## src/ldriu_defines.vh

```
// Register map, field positions and reset values for the lane delay register bank.
// Included by the bank only; the update helper does not use it; definitions only.
`ifndef LDRIU_DEFINES_VH
`define LDRIU_DEFINES_VH

// Register offsets on the register interface unit address
`define LDRIU_ADDR_LANE5_DELAY 8'h17
`define LDRIU_ADDR_COARSE_DELAY 8'h18
`define LDRIU_ADDR_TRAINING 8'h2b
`define LDRIU_ADDR_READ_IDLE 8'h34
`define LDRIU_ADDR_STEP_SIZE 8'h3b

// Field positions
`define LDRIU_LANE5_DLY_MSB 8
`define LDRIU_COARSE_MSB 4
`define LDRIU_BIT_STEP_SEL 13
`define LDRIU_BIT_DOWN 14
`define LDRIU_BIT_UP 15
`define LDRIU_BIT_DRIFT_EN 1
`define LDRIU_BIT_CAL_PAUSE 7
`define LDRIU_IDLE_MSB 5
`define LDRIU_STEP_MSB 7

// Reset values
`define LDRIU_RST_LANE5_DELAY 9'h000
`define LDRIU_RST_COARSE 5'h00
`define LDRIU_RST_IDLE 6'h10
`define LDRIU_RST_STEP 8'h08

// Lane-5 update codes {step select, down, up}
`define LDRIU_CODE_INC1 3'h1
`define LDRIU_CODE_DEC1 3'h2
`define LDRIU_CODE_INCN 3'h5
`define LDRIU_CODE_DECN 3'h6

`endif

```

## src/ldriu_bank.v

```verilog
// Lane delay register bank behind the register interface unit.
// Assumes fabric logic drives one-cycle write/read strobes on mclk.
// Operation
// - Lane-5 codes 000,011,100,111 load the written delay value directly.
// - Code 001 adds one tap, 0x1ff wraps to 0.
// - Code 010 subtracts one tap, 0 wraps to 0x1ff.
// - Code 101 adds the step tap count modulo 512.
// - Code 110 subtracts the step tap count modulo 512.
// - Direct register load equals a fabric delay-load on bits 53:45.
// - Down, up, step select at bits 14,15,13; write-only, reset zero.
// - Coarse controls 00 or 11 load the written coarse value directly.
// - Coarse code 10 adds one tap, 0x1f wraps to 0.
// - Coarse code 01 subtracts one tap, 0 wraps to top of field.
// - Coarse value bits 4:0 read-write; down/up write-only at 14,15.
// - Training bit 1 acts as the drift-compensation enable.
// - Training bit 7 set pauses self-calibration; clear resumes it.
// - Read-idle count, 6 bits reset 0x10, delays termination disable.
// - Step tap count is an 8-bit field defaulting to 0x08.
// - Lane-5 delay in bits 8:0 includes alignment, never changes it; the code ignores lane5_align_offset, bits 8:0 hold lane5_q only.
`timescale 1ns/10ps
`default_nettype none
`include "ldriu_defines.vh"
module ldriu_bank #(
   parameter ADDR_W = 8,
   parameter ALIGN_W = 9,
   parameter RST_ALIGN = 9'h000
) (
   // Clock and reset
   input wire mclk,
   input wire arst_n,
   // Register interface unit
   input wire [ADDR_W-1:0] riu_addr,
   input wire [15:0] riu_wr_data,
   input wire riu_wr_en,
   input wire riu_rd_en,
   output reg [15:0] riu_rd_data,
   output reg riu_rd_valid,
   // Fabric delay load path for lane 5
   input wire fabric_delay_load,
   input wire [8:0] fabric_delay_load_bus,
   // Slice-side controls and status
   input wire [ALIGN_W-1:0] lane5_align_offset,
   input wire rx_div_tick,
   input wire read_active,
   output reg [8:0] lane5_delay_value,
   output reg [4:0] coarse_delay_value,
   output reg drift_comp_enable,
   output reg calibration_pause,
   output reg termination_enable
);
   // Reset synchroniser, released through two flops
   reg rst_meta_q;
   reg rst_sync_q;
   wire rst_n;
   always @(posedge mclk or negedge arst_n) begin
      if (!arst_n) begin
         rst_meta_q <= 1'b0;
         rst_sync_q <= 1'b0;
      end else begin
         rst_meta_q <= 1'b1;
         rst_sync_q <= rst_meta_q;
      end
   end
   assign rst_n = rst_sync_q;

   // Address decode shared by read and write paths
   function hit;
      input [ADDR_W-1:0] a;
      input [7:0] target;
      begin
         hit = (a == target[ADDR_W-1:0]);
      end
   endfunction

   wire wr_lane5 = riu_wr_en && hit(riu_addr, `LDRIU_ADDR_LANE5_DELAY);
   wire wr_coarse = riu_wr_en && hit(riu_addr, `LDRIU_ADDR_COARSE_DELAY);
   wire wr_train = riu_wr_en && hit(riu_addr, `LDRIU_ADDR_TRAINING);
   wire wr_idle = riu_wr_en && hit(riu_addr, `LDRIU_ADDR_READ_IDLE);
   wire wr_step = riu_wr_en && hit(riu_addr, `LDRIU_ADDR_STEP_SIZE);

   // Write-only controls are never stored; they only pick the update
   wire [2:0] lane5_code = {riu_wr_data[`LDRIU_BIT_STEP_SEL], riu_wr_data[`LDRIU_BIT_DOWN],
      riu_wr_data[`LDRIU_BIT_UP]};
   wire l5_inc1 = (lane5_code == `LDRIU_CODE_INC1);
   wire l5_dec1 = (lane5_code == `LDRIU_CODE_DEC1);
   wire l5_incn = (lane5_code == `LDRIU_CODE_INCN);
   wire l5_decn = (lane5_code == `LDRIU_CODE_DECN);
   wire l5_stepping = l5_inc1 | l5_dec1 | l5_incn | l5_decn;
   wire c_up = riu_wr_data[`LDRIU_BIT_UP];
   wire c_down = riu_wr_data[`LDRIU_BIT_DOWN];

   // Stored registers
   reg [8:0] lane5_q;
   reg [4:0] coarse_q;
   reg drift_q;
   reg pause_q;
   reg [5:0] idle_q;
   reg [7:0] step_q;
   reg [5:0] idle_cnt_q;
   reg term_q;

   // Request latched one cycle so the step lands the cycle after the write
   reg l5_req_q;
   reg l5_inc_q;
   reg l5_dec_q;
   reg l5_big_q;
   reg c_req_q;
   reg c_inc_q;

   wire [8:0] l5_step = l5_big_q ? {1'b0, step_q} : 9'h001;
   wire [8:0] l5_next;
   wire [4:0] c_next;

   // Shared modulo stepper for lane 5
   ldriu_delay_step #(
      .WIDTH(9)
   ) u_lane5_step (
      .cur_value(lane5_q),
      .step(l5_step),
      .inc(l5_inc_q),
      .dec(l5_dec_q),
      .next_value(l5_next)
   );

   // Coarse stepper; 5-bit field so 0 wraps to 0x1f, the field's top
   ldriu_delay_step #(
      .WIDTH(5)
   ) u_coarse_step (
      .cur_value(coarse_q),
      .step(5'h01),
      .inc(c_inc_q),
      .dec(!c_inc_q),
      .next_value(c_next)
   );

   // Update requests, captured for exactly one cycle
   // Step kind is kept even without a request; it only matters with l5_req_q
   always @(posedge mclk or negedge rst_n) begin
      if (!rst_n) begin
         l5_req_q <= 1'b0;
         l5_inc_q <= 1'b0;
         l5_dec_q <= 1'b0;
         l5_big_q <= 1'b0;
         c_req_q <= 1'b0;
         c_inc_q <= 1'b0;
      end else begin
         l5_req_q <= wr_lane5 && l5_stepping;
         l5_inc_q <= wr_lane5 && (l5_inc1 || l5_incn);
         l5_dec_q <= wr_lane5 && (l5_dec1 || l5_decn);
         l5_big_q <= l5_incn || l5_decn;
         c_req_q <= wr_coarse && (c_up != c_down);
         c_inc_q <= c_up;
      end
   end

   // Lane-5 next value; a direct write beats a step landing the same cycle
   reg [8:0] lane5_d;
   always @* begin
      lane5_d = lane5_q;
      if (wr_lane5 && !l5_stepping) begin
         lane5_d = riu_wr_data[`LDRIU_LANE5_DLY_MSB:0];
      end else if (l5_req_q) begin
         lane5_d = l5_next;
      end else if (fabric_delay_load) begin
         // Fabric load yields to register traffic, so a bus update landing with a direct write or step is lost
         lane5_d = fabric_delay_load_bus;
      end
   end

   // Lane-5 delay; alignment offset is an input and is never written here
   always @(posedge mclk or negedge rst_n) begin
      if (!rst_n) begin
         lane5_q <= `LDRIU_RST_LANE5_DELAY;
      end else begin
         lane5_q <= lane5_d;
      end
   end

   // Coarse next value; reserved bits 13:5 of a write are simply dropped
   reg [4:0] coarse_d;
   always @* begin
      coarse_d = coarse_q;
      // A step landing with a direct write is lost; the write wins
      if (wr_coarse && (c_up == c_down)) begin
         coarse_d = riu_wr_data[`LDRIU_COARSE_MSB:0];
      end else if (c_req_q) begin
         coarse_d = c_next;
      end
   end

   // Coarse delay
   always @(posedge mclk or negedge rst_n) begin
      if (!rst_n) begin
         coarse_q <= `LDRIU_RST_COARSE;
      end else begin
         coarse_q <= coarse_d;
      end
   end

   // Next values of the training, idle count and step size fields
   reg drift_d;
   reg pause_d;
   reg [5:0] idle_d;
   reg [7:0] step_d;
   always @* begin
      drift_d = drift_q;
      pause_d = pause_q;
      idle_d = idle_q;
      step_d = step_q;
      // Only defined bits are kept; the rest read back as zero
      if (wr_train) begin
         drift_d = riu_wr_data[`LDRIU_BIT_DRIFT_EN];
         pause_d = riu_wr_data[`LDRIU_BIT_CAL_PAUSE];
      end
      if (wr_idle) begin
         idle_d = riu_wr_data[`LDRIU_IDLE_MSB:0];
      end
      if (wr_step) begin
         step_d = riu_wr_data[`LDRIU_STEP_MSB:0];
      end
   end

   // Training, idle count and step size registers
   always @(posedge mclk or negedge rst_n) begin
      if (!rst_n) begin
         drift_q <= 1'b0;
         pause_q <= 1'b0;
         idle_q <= `LDRIU_RST_IDLE;
         step_q <= `LDRIU_RST_STEP;
      end else begin
         drift_q <= drift_d;
         pause_q <= pause_d;
         idle_q <= idle_d;
         step_q <= step_d;
      end
   end

   // Termination off on the tick after idle_q divided-clock ticks with no read
   reg [5:0] idle_cnt_d;
   reg term_d;
   always @* begin
      idle_cnt_d = idle_cnt_q;
      term_d = term_q;
      // A read arriving on the last tick keeps termination on
      if (read_active) begin
         idle_cnt_d = 6'h00;
         term_d = 1'b1;
      end else if (term_q && rx_div_tick) begin
         if (idle_cnt_q >= idle_q) begin
            term_d = 1'b0;
         end else begin
            idle_cnt_d = idle_cnt_q + 6'h01;
         end
      end
   end

   // Termination state; a new read restarts the count rather than extending it
   always @(posedge mclk or negedge rst_n) begin
      if (!rst_n) begin
         idle_cnt_q <= 6'h00;
         term_q <= 1'b0;
      end else begin
         idle_cnt_q <= idle_cnt_d;
         term_q <= term_d;
      end
   end

   // Read mux; write-only and reserved bits return zero
   always @(posedge mclk or negedge rst_n) begin
      if (!rst_n) begin
         riu_rd_data <= 16'h0000;
         riu_rd_valid <= 1'b0;
      end else begin
         riu_rd_valid <= riu_rd_en;
         riu_rd_data <= 16'h0000;
         if (riu_rd_en) begin
            if (hit(riu_addr, `LDRIU_ADDR_LANE5_DELAY)) begin
               riu_rd_data <= {7'h00, lane5_q};
            end else if (hit(riu_addr, `LDRIU_ADDR_COARSE_DELAY)) begin
               riu_rd_data <= {11'h000, coarse_q};
            end else if (hit(riu_addr, `LDRIU_ADDR_TRAINING)) begin
               riu_rd_data <= {8'h00, pause_q, 5'h00, drift_q, 1'b0};
            end else if (hit(riu_addr, `LDRIU_ADDR_READ_IDLE)) begin
               riu_rd_data <= {10'h000, idle_q};
            end else if (hit(riu_addr, `LDRIU_ADDR_STEP_SIZE)) begin
               riu_rd_data <= {8'h00, step_q};
            end
         end
      end
   end

   // Registered outputs to the slice
   always @* begin
      lane5_delay_value = lane5_q;
      coarse_delay_value = coarse_q;
      drift_comp_enable = drift_q;
      calibration_pause = pause_q;
      termination_enable = term_q;
   end
endmodule // ldriu_bank
`default_nettype wire

```

## src/ldriu_delay_step.v

```verilog
// Computes the next value of a wrapping delay counter from an update code.
// Pure combinational; the caller registers the result.
`timescale 1ns/10ps
`default_nettype none
module ldriu_delay_step #(
   parameter WIDTH = 9
) (
   // Current value and request
   input wire [WIDTH-1:0] cur_value,
   input wire [WIDTH-1:0] step,
   input wire inc,
   input wire dec,
   // Next value
   output reg [WIDTH-1:0] next_value
);
   // Modulo arithmetic gives the documented wraparound for free
   always @* begin
      if (inc) begin
         next_value = cur_value + step;
      end else if (dec) begin
         next_value = cur_value - step;
      end else begin
         next_value = cur_value;
      end
   end
endmodule // ldriu_delay_step
`default_nettype wire

```

## config.mk

```make
export PLATFORM = sky130hd
export DESIGN_NAME = ldriu_bank
export DESIGN_NICKNAME = d
export VERILOG_FILES = /design/src/ldriu_bank.v /design/src/ldriu_delay_step.v
export VERILOG_INCLUDE_DIRS = /design/src
export SDC_FILE = /design/constraint.sdc
export NUM_CORES = 1
export LEC_CHECK = 0
export BUFFER_PORTS_ARGS = -buffer_cell sky130_fd_sc_hd__buf_2
export CORE_ASPECT_RATIO = 0.5
export CORE_MARGIN = 2
export CORE_UTILIZATION = 35
export DETAILED_ROUTE_END_ITERATION = 8
export MAX_ROUTING_LAYER = met4
export PLACE_DENSITY_LB_ADDON = 0.12
export SYNTH_ARGS = -nofsm -noshare
export SYNTH_HDL_FRONTEND = slang
export SYNTH_SLANG_ARGS = --single-unit
```

## constraint.sdc

```tcl
create_clock -name mclk -period 1.9 [get_ports mclk]
set_clock_uncertainty 0.1 [all_clocks]
set_input_delay 0.38 -clock mclk [delete_from_list [all_inputs] [get_ports mclk]]
set_output_delay 0.38 -clock mclk [all_outputs]
set_load 0.02 [all_outputs]
```

## After elaboration in Yosys (flattened, before gate mapping)

Cells that the tools add are included.

- Add/sub/neg operators: 5
- Order comparisons: 1
- Equal/unequal tests: 13
- Mux-type cells: 21
- Bitwise logic cells: 3
- Reduce and logical (&&, ||, !) cells: 23

Operator list:

| operator | number |
|---|---|
| $mux 9 | 7 |
| $mux 8 | 5 |
| $eq 8x6->1 const B | 3 |
| $mux 6 | 3 |
| $eq 8x5->1 const B | 2 |
| $mux 5 | 3 |
| $logic_and 1x1->1 | 12 |
| $add 9x8->9 | 1 |
| $sub 9x8->9 | 1 |
| $add 6x1->6 const B | 1 |
| $eq 3x3->1 const B | 2 |
| $ge 6x6->1 | 1 |
| $reduce_and 2->1 | 3 |
| $reduce_bool 2->1 | 3 |
| $add 5x1->5 const B | 1 |
| $sub 5x1->5 const B | 1 |
| $ne 4x1->1 const B | 1 |
| $eq 3x1->1 const B | 1 |
| $eq 3x2->1 const B | 1 |
| $logic_or 1x1->1 | 3 |
| $mux 1 | 3 |
| $or 1x1->1 | 3 |
| $reduce_bool 3->1 | 1 |
| $ne 2x2->1 const B | 1 |
| other kinds (3) | 3 |

- Flip-flop bits (word level): 62

## Depth between registers and ports, before layout

- Word-level depth: 8
- Depth in mapped cells: 13
- Depth with buffers taken out: 12

## Hierarchy

From an unflattened synthesis, not the netlist that was laid out.

- Cell total of the unflattened synthesis: 452
- Area, all modules: 4155.2 sq um

Modules (own cells, without submodules):

| module | instances | cells each | area an instance (sq um) | sequential area each (sq um) |
|---|---|---|---|---|
| ldriu_bank | 1 | 273 | 2849.0 | 1378.8 |
| ldriu_delay_step (u_lane5_step) | 1 | 128 | 923.4 | 0.0 |
| ldriu_delay_step (u_coarse_step) | 1 | 51 | 382.9 | 0.0 |

## Worst setup path before layout

Ideal clock, no wire load.

- Kind: register -> register
- Start point: reg l5_big_q
- End point: reg lane5_q[6] (netlist: lane5_delay_value[6])
- Library setup time: 0.064 ns
- Arrival time: 2.607 ns
- Path slack: -0.871 ns
- Stages on the path, launching flop included: 13
- Buffers on the path: 1
- Period minus slack after synthesis: 2.771 ns
- Cells stage by stage: dfrtp_1 buf_4 inv_1 nor2_1 ha_1 nor2_1 xnor2_1 ha_1 nor2b_1 o31a_1 or4b_1 a31oi_1 o21a_1

- Cells in the longest elaborated chain, start to end: 6
- Elaborated cells on any way between the ends: 7

Ends and longest elaborated chain:

| what | line | source |
|---|---|---|
| from (decl) | ldriu_bank.v:106 | `reg l5_big_q;` |
| from (signal assigned) | ldriu_bank.v:150 | `l5_big_q <= l5_incn \|\| l5_decn;` |
| $mux 8 (*) | ldriu_bank.v:110 | `wire [8:0] l5_step = l5_big_q ? {1'b0, step_q} : 9'h001;` |
| $sub 9x8->9 | ldriu_delay_step.v:21 | `next_value = cur_value - step;` |
| $mux 9 | ldriu_delay_step.v:20 | `end else if (dec) begin` |
| $mux 9 (*) | ldriu_delay_step.v:18 | `if (inc) begin` |
| $mux 9 (*) | ldriu_bank.v:162 | `end else if (l5_req_q) begin` |
| $mux 9 (*) | ldriu_bank.v:160 | `if (wr_lane5 && !l5_stepping) begin` |
| to (signal assigned) | ldriu_bank.v:173 | `` lane5_q <= `LDRIU_RST_LANE5_DELAY; `` |
| to (signal assigned) | ldriu_bank.v:175 | `lane5_q <= lane5_d;` |
| to (decl) | ldriu_bank.v:93 | `reg [8:0] lane5_q;` |

Mark *: on every way between the ends. The rest lies on a longest branch, timed or not. The select of a mux whose other input is x is not followed.
A chain may end at the register's enable or synchronous reset.

## Worst setup path after layout

- Start point: reg step_q[0]
- End point: reg lane5_q[6] (netlist: lane5_delay_value[6])

- Cells in the longest elaborated chain, start to end: 6
- Elaborated cells on any way between the ends: 7

Ends and longest elaborated chain:

| what | line | source |
|---|---|---|
| from (decl) | ldriu_bank.v:98 | `reg [7:0] step_q;` |
| from (signal assigned) | ldriu_bank.v:229 | `` step_q <= `LDRIU_RST_STEP; `` |
| from (signal assigned) | ldriu_bank.v:234 | `step_q <= step_d;` |
| $mux 8 (*) | ldriu_bank.v:110 |  |
| $sub 9x8->9 | ldriu_delay_step.v:21 |  |
| $mux 9 | ldriu_delay_step.v:20 |  |
| $mux 9 (*) | ldriu_delay_step.v:18 |  |
| $mux 9 (*) | ldriu_bank.v:162 |  |
| $mux 9 (*) | ldriu_bank.v:160 |  |

Marked as above.

==> reports/metrics.yaml <==
status: "finished with violations"
violations: "setup timing"
comb_power_share_pct: 30.9
power_mw: 3.18
worst_path_most_repeated_cell: "nor2_4"
p_leak_nw: 2.36
design_area_mm2: 0.00516
synth_top_family_by_area: "compound AO/OA/AOI/OAI gates"
clock_sinks: 55
worstSetupStartpointType: "flop"
register_area_mm2: 0.00138
critPathArrivalTime_ns: 2.79
cp.required_ns: 2.04
dpl.hpwl_um: 7940
use_met2_pct: 30.3
setup_viol: 8
clkTransAtPathRegs_ns: 0.07
root_buffer: "clkbuf_16"
antenna_found_initial: 0
synthMuxAreaShare_pct: 7.83
final_nets: 601
switching_share_pct: 30.6
met3_usage_pct: 4.07
die_area_mm2: 0.0111
core_mm2: 0.00967
wl_per_cell_um: 15.8
start_util_pct: 36.9
htreeDepth: 2
layout_setup_ws_ns: -0.756
placed_cells: 645
area_growth_pct: 44.8
viasPerCell: 5.01
worst_pin_slew_ns: 0.534
power.density_mw_per_mm2: 616
grt_pass1_vias: 3146
final_cell_count_no_fill: 664
antenna_cells: 0
synth_warnings: 0
ant_nets: 0
hold_ws_ns: 0.160
worstPathMaxFanout: 4
period_share_pct: 140
clock.fmax_mhz: 377
worstSetupPathType: "reg -> reg"
die_w_um: 147
synth_compound_area_share_pct: 18.3
yosys.area_share.simple_pct: 18.2
slew_headroom_pct: 64.4
fin_util_pct: 53.4
firstDrtPassIters: 4
grtUsageTotal_pct: 20.0
numPortBuffers: 62
period_minus_slack_ns: 2.66
synth_cells: 382
crit_family: "simple AND/OR/NAND/NOR gates"
synth.distinct_cells: 55
pwr-share-seq_pct: 40.1
worstPathCellList: "nor2_4, ha_4, nor2_4, xnor2_2, ha_1, nor2b_4, o31a_1, or4b_1, a31oi_1, o21a_1"
via_count: 3324
wl_um: 10500
cts_tree: "built"
ios: 83
rsz0062_at_grt: "yes"
min_path_type: "reg -> async"
pwr-share-clk_pct: 29.0
drv_cap: 0
maxSlewViolCount: 0
synth_edf_count: 0
die_h_um: 75.4
tns_ns: -4.41
gr-total-overflow: 0
layout-drive-gt1-share_pct: 45.9
use_met1_pct: 28.1
num_rows: 25
multi_input_area_mm2: 0.00234
cts_buffers: 5
dp_slack_ns: -0.829
synth-xor-area-share_pct: 2.46
clk_latency_ns: 0.29
seq_area_frac_synth_pct: 38.7
dpl_cell_area_mm2: 0.00462
crit_path_max_incr_delay_ns: 0.48
ys_async_sr_fraction_pct: 100
layout_common_cells: "buf_4 (82), buf_2 (62), dfrtp_1 (49)"
grt_pass1_wl_um: 16400
p_sw_uw: 974
ys.flop_type: "dfrtp_1"
drt_iter0_markers: 172
worst-path-buf-inv: 0
synthesis.area_mm2: 0.00356
final_common_cell: "buf_4"
synth_area_per_cell_um2: 9.33
slowest_stage: "or4b_1"
p_int_mw: 2.21
setup.worst_path.end_class: "flop"
cts_buffer_depth: 2
synth-seq-cells: 55
peakVddDrop_uv: 355
place.gp.congestion: 0.840
grt_start_max_net_pins: 54
hold_viol: 0
drc: 0
busiest_layer: "met2"
synthAdderAreaFrac_pct: 8.85
final.fill_count: 904
==> timing repair <==
action	4_1_cts	5_1_grt
endpoints found under the hold margin	2	0
endpoints found under the setup margin	16	16
cloned	0	1
gates resized for setup	29	46
setup buffers	3	7
pin swaps	23	35
hold buffers	1	0
==> cells in the mapped netlist, types with 3 or more instances <==
cell / instances / area, um2
nand2_1: 33 / 124
a21oi_1: 23 / 115
inv_1: 23 / 86.3
o21a_1: 4 / 30.0
mux2i_1: 8 / 80.1
or3_1: 6 / 37.5
buf_2: 5 / 25.0
a21boi_0: 5 / 37.5
xnor2_1: 9 / 78.8
a22oi_1: 6 / 45.0
a22o_1: 5 / 43.8
dfrtp_1: 53 / 1330
ha_1: 22 / 275
and3_1: 6 / 37.5
mux2_2: 15 / 169
o21ai_0: 29 / 145
buf_4: 9 / 67.6
nand3_1: 8 / 40.0
a21o_1: 5 / 37.5
a211oi_1: 3 / 22.5
nor2_1: 29 / 109
a31oi_1: 6 / 37.5
o31ai_1: 5 / 37.5
or4_1: 3 / 22.5
nor3_1: 6 / 30.0
nor2b_1: 7 / 43.8
clkbuf_1: 4 / 15.0
nand2b_1: 4 / 25.0
nor4_1: 3 / 18.8
==> metal layers <==
metal  wire length (um)  vias to the layer above  part of all wire, %
met2               4460                       70                   43
li1                   -                     1658                    -
met3                505                       12                  4.8
met4                121                        0                  1.2
met5                  0                        -                    0
met1               5390                     1584                   51
==> worst register-to-register path, delay by kind of cell (launching register included) <==
kind,cells,cell delay (ns)
compound gates,3,0.62
flops,1,0.43
simple gates,4,0.83
fa+ha+maj,2,0.49
xor+xnor,1,0.13
==> state kept, by name (all words and copies together) (netlist names), 5 cells and up <==
register	flops
coarse_delay_value	5
idle_cnt_q	6
idle_q	6
lane5_delay_value	9
riu_rd_data	9
step_q	8
==> power by group through the flow <==
stage / clock network (mW) / registers, mW / logic [mW]
finish: 0.923 / 1.27 / 0.982
global placement: 0 / 1.29 / 0.812
floorplan: 0 / 1.35 / 0.406
detailed placement: 0 / 1.29 / 0.815
CTS: 0.947 / 1.27 / 0.873
global route: 1.00 / 1.28 / 1.08
==> layout make-up <==
class / instances / area share (%)
Inverter: 23 / 1.82
Clock inverter: 1 / 0.146
Tap cell: 135 / 3.27
Multi-Input combinational cell: 291 / 45.4
Sequential cell: 55 / 26.8
Clock buffer: 7 / 2.57
Timing Repair Buffer: 152 / 20.0
==> cells by family (layout without fill, tap and decap cells) <==
kind of cell / count (synthesis) / after routing
adders and majority gates: 24 / 24
other: 2 / 8
and+or+nand+nor: 122 / 122
DFF: 55 / 55
xor gates and xnor gates: 10 / 10
AOI/OAI and AO/OA: 102 / 102
buffers and inverters: 42 / 183
muxes: 25 / 25
==> worst paths after layout <==
path | start | end | slack (ns) | depth (start not counted)
setup / recovery | step_q[0] | lane5_delay_value[6] | -0.76 | 10
hold / removal | rst_n | idle_cnt_q[0] | 0.16 | 1
setup reg to reg | step_q[0] | lane5_delay_value[6] | -0.76 | 10
hold reg to reg | rst_n | idle_cnt_q[0] | 0.16 | 1
max in group asynchronous | rst_n | step_q[3] | 1.23 | 1
min in group mclk | riu_wr_data[13] | l5_big_q | 0.21 | 2
Power figures use the tool's default switching activity.
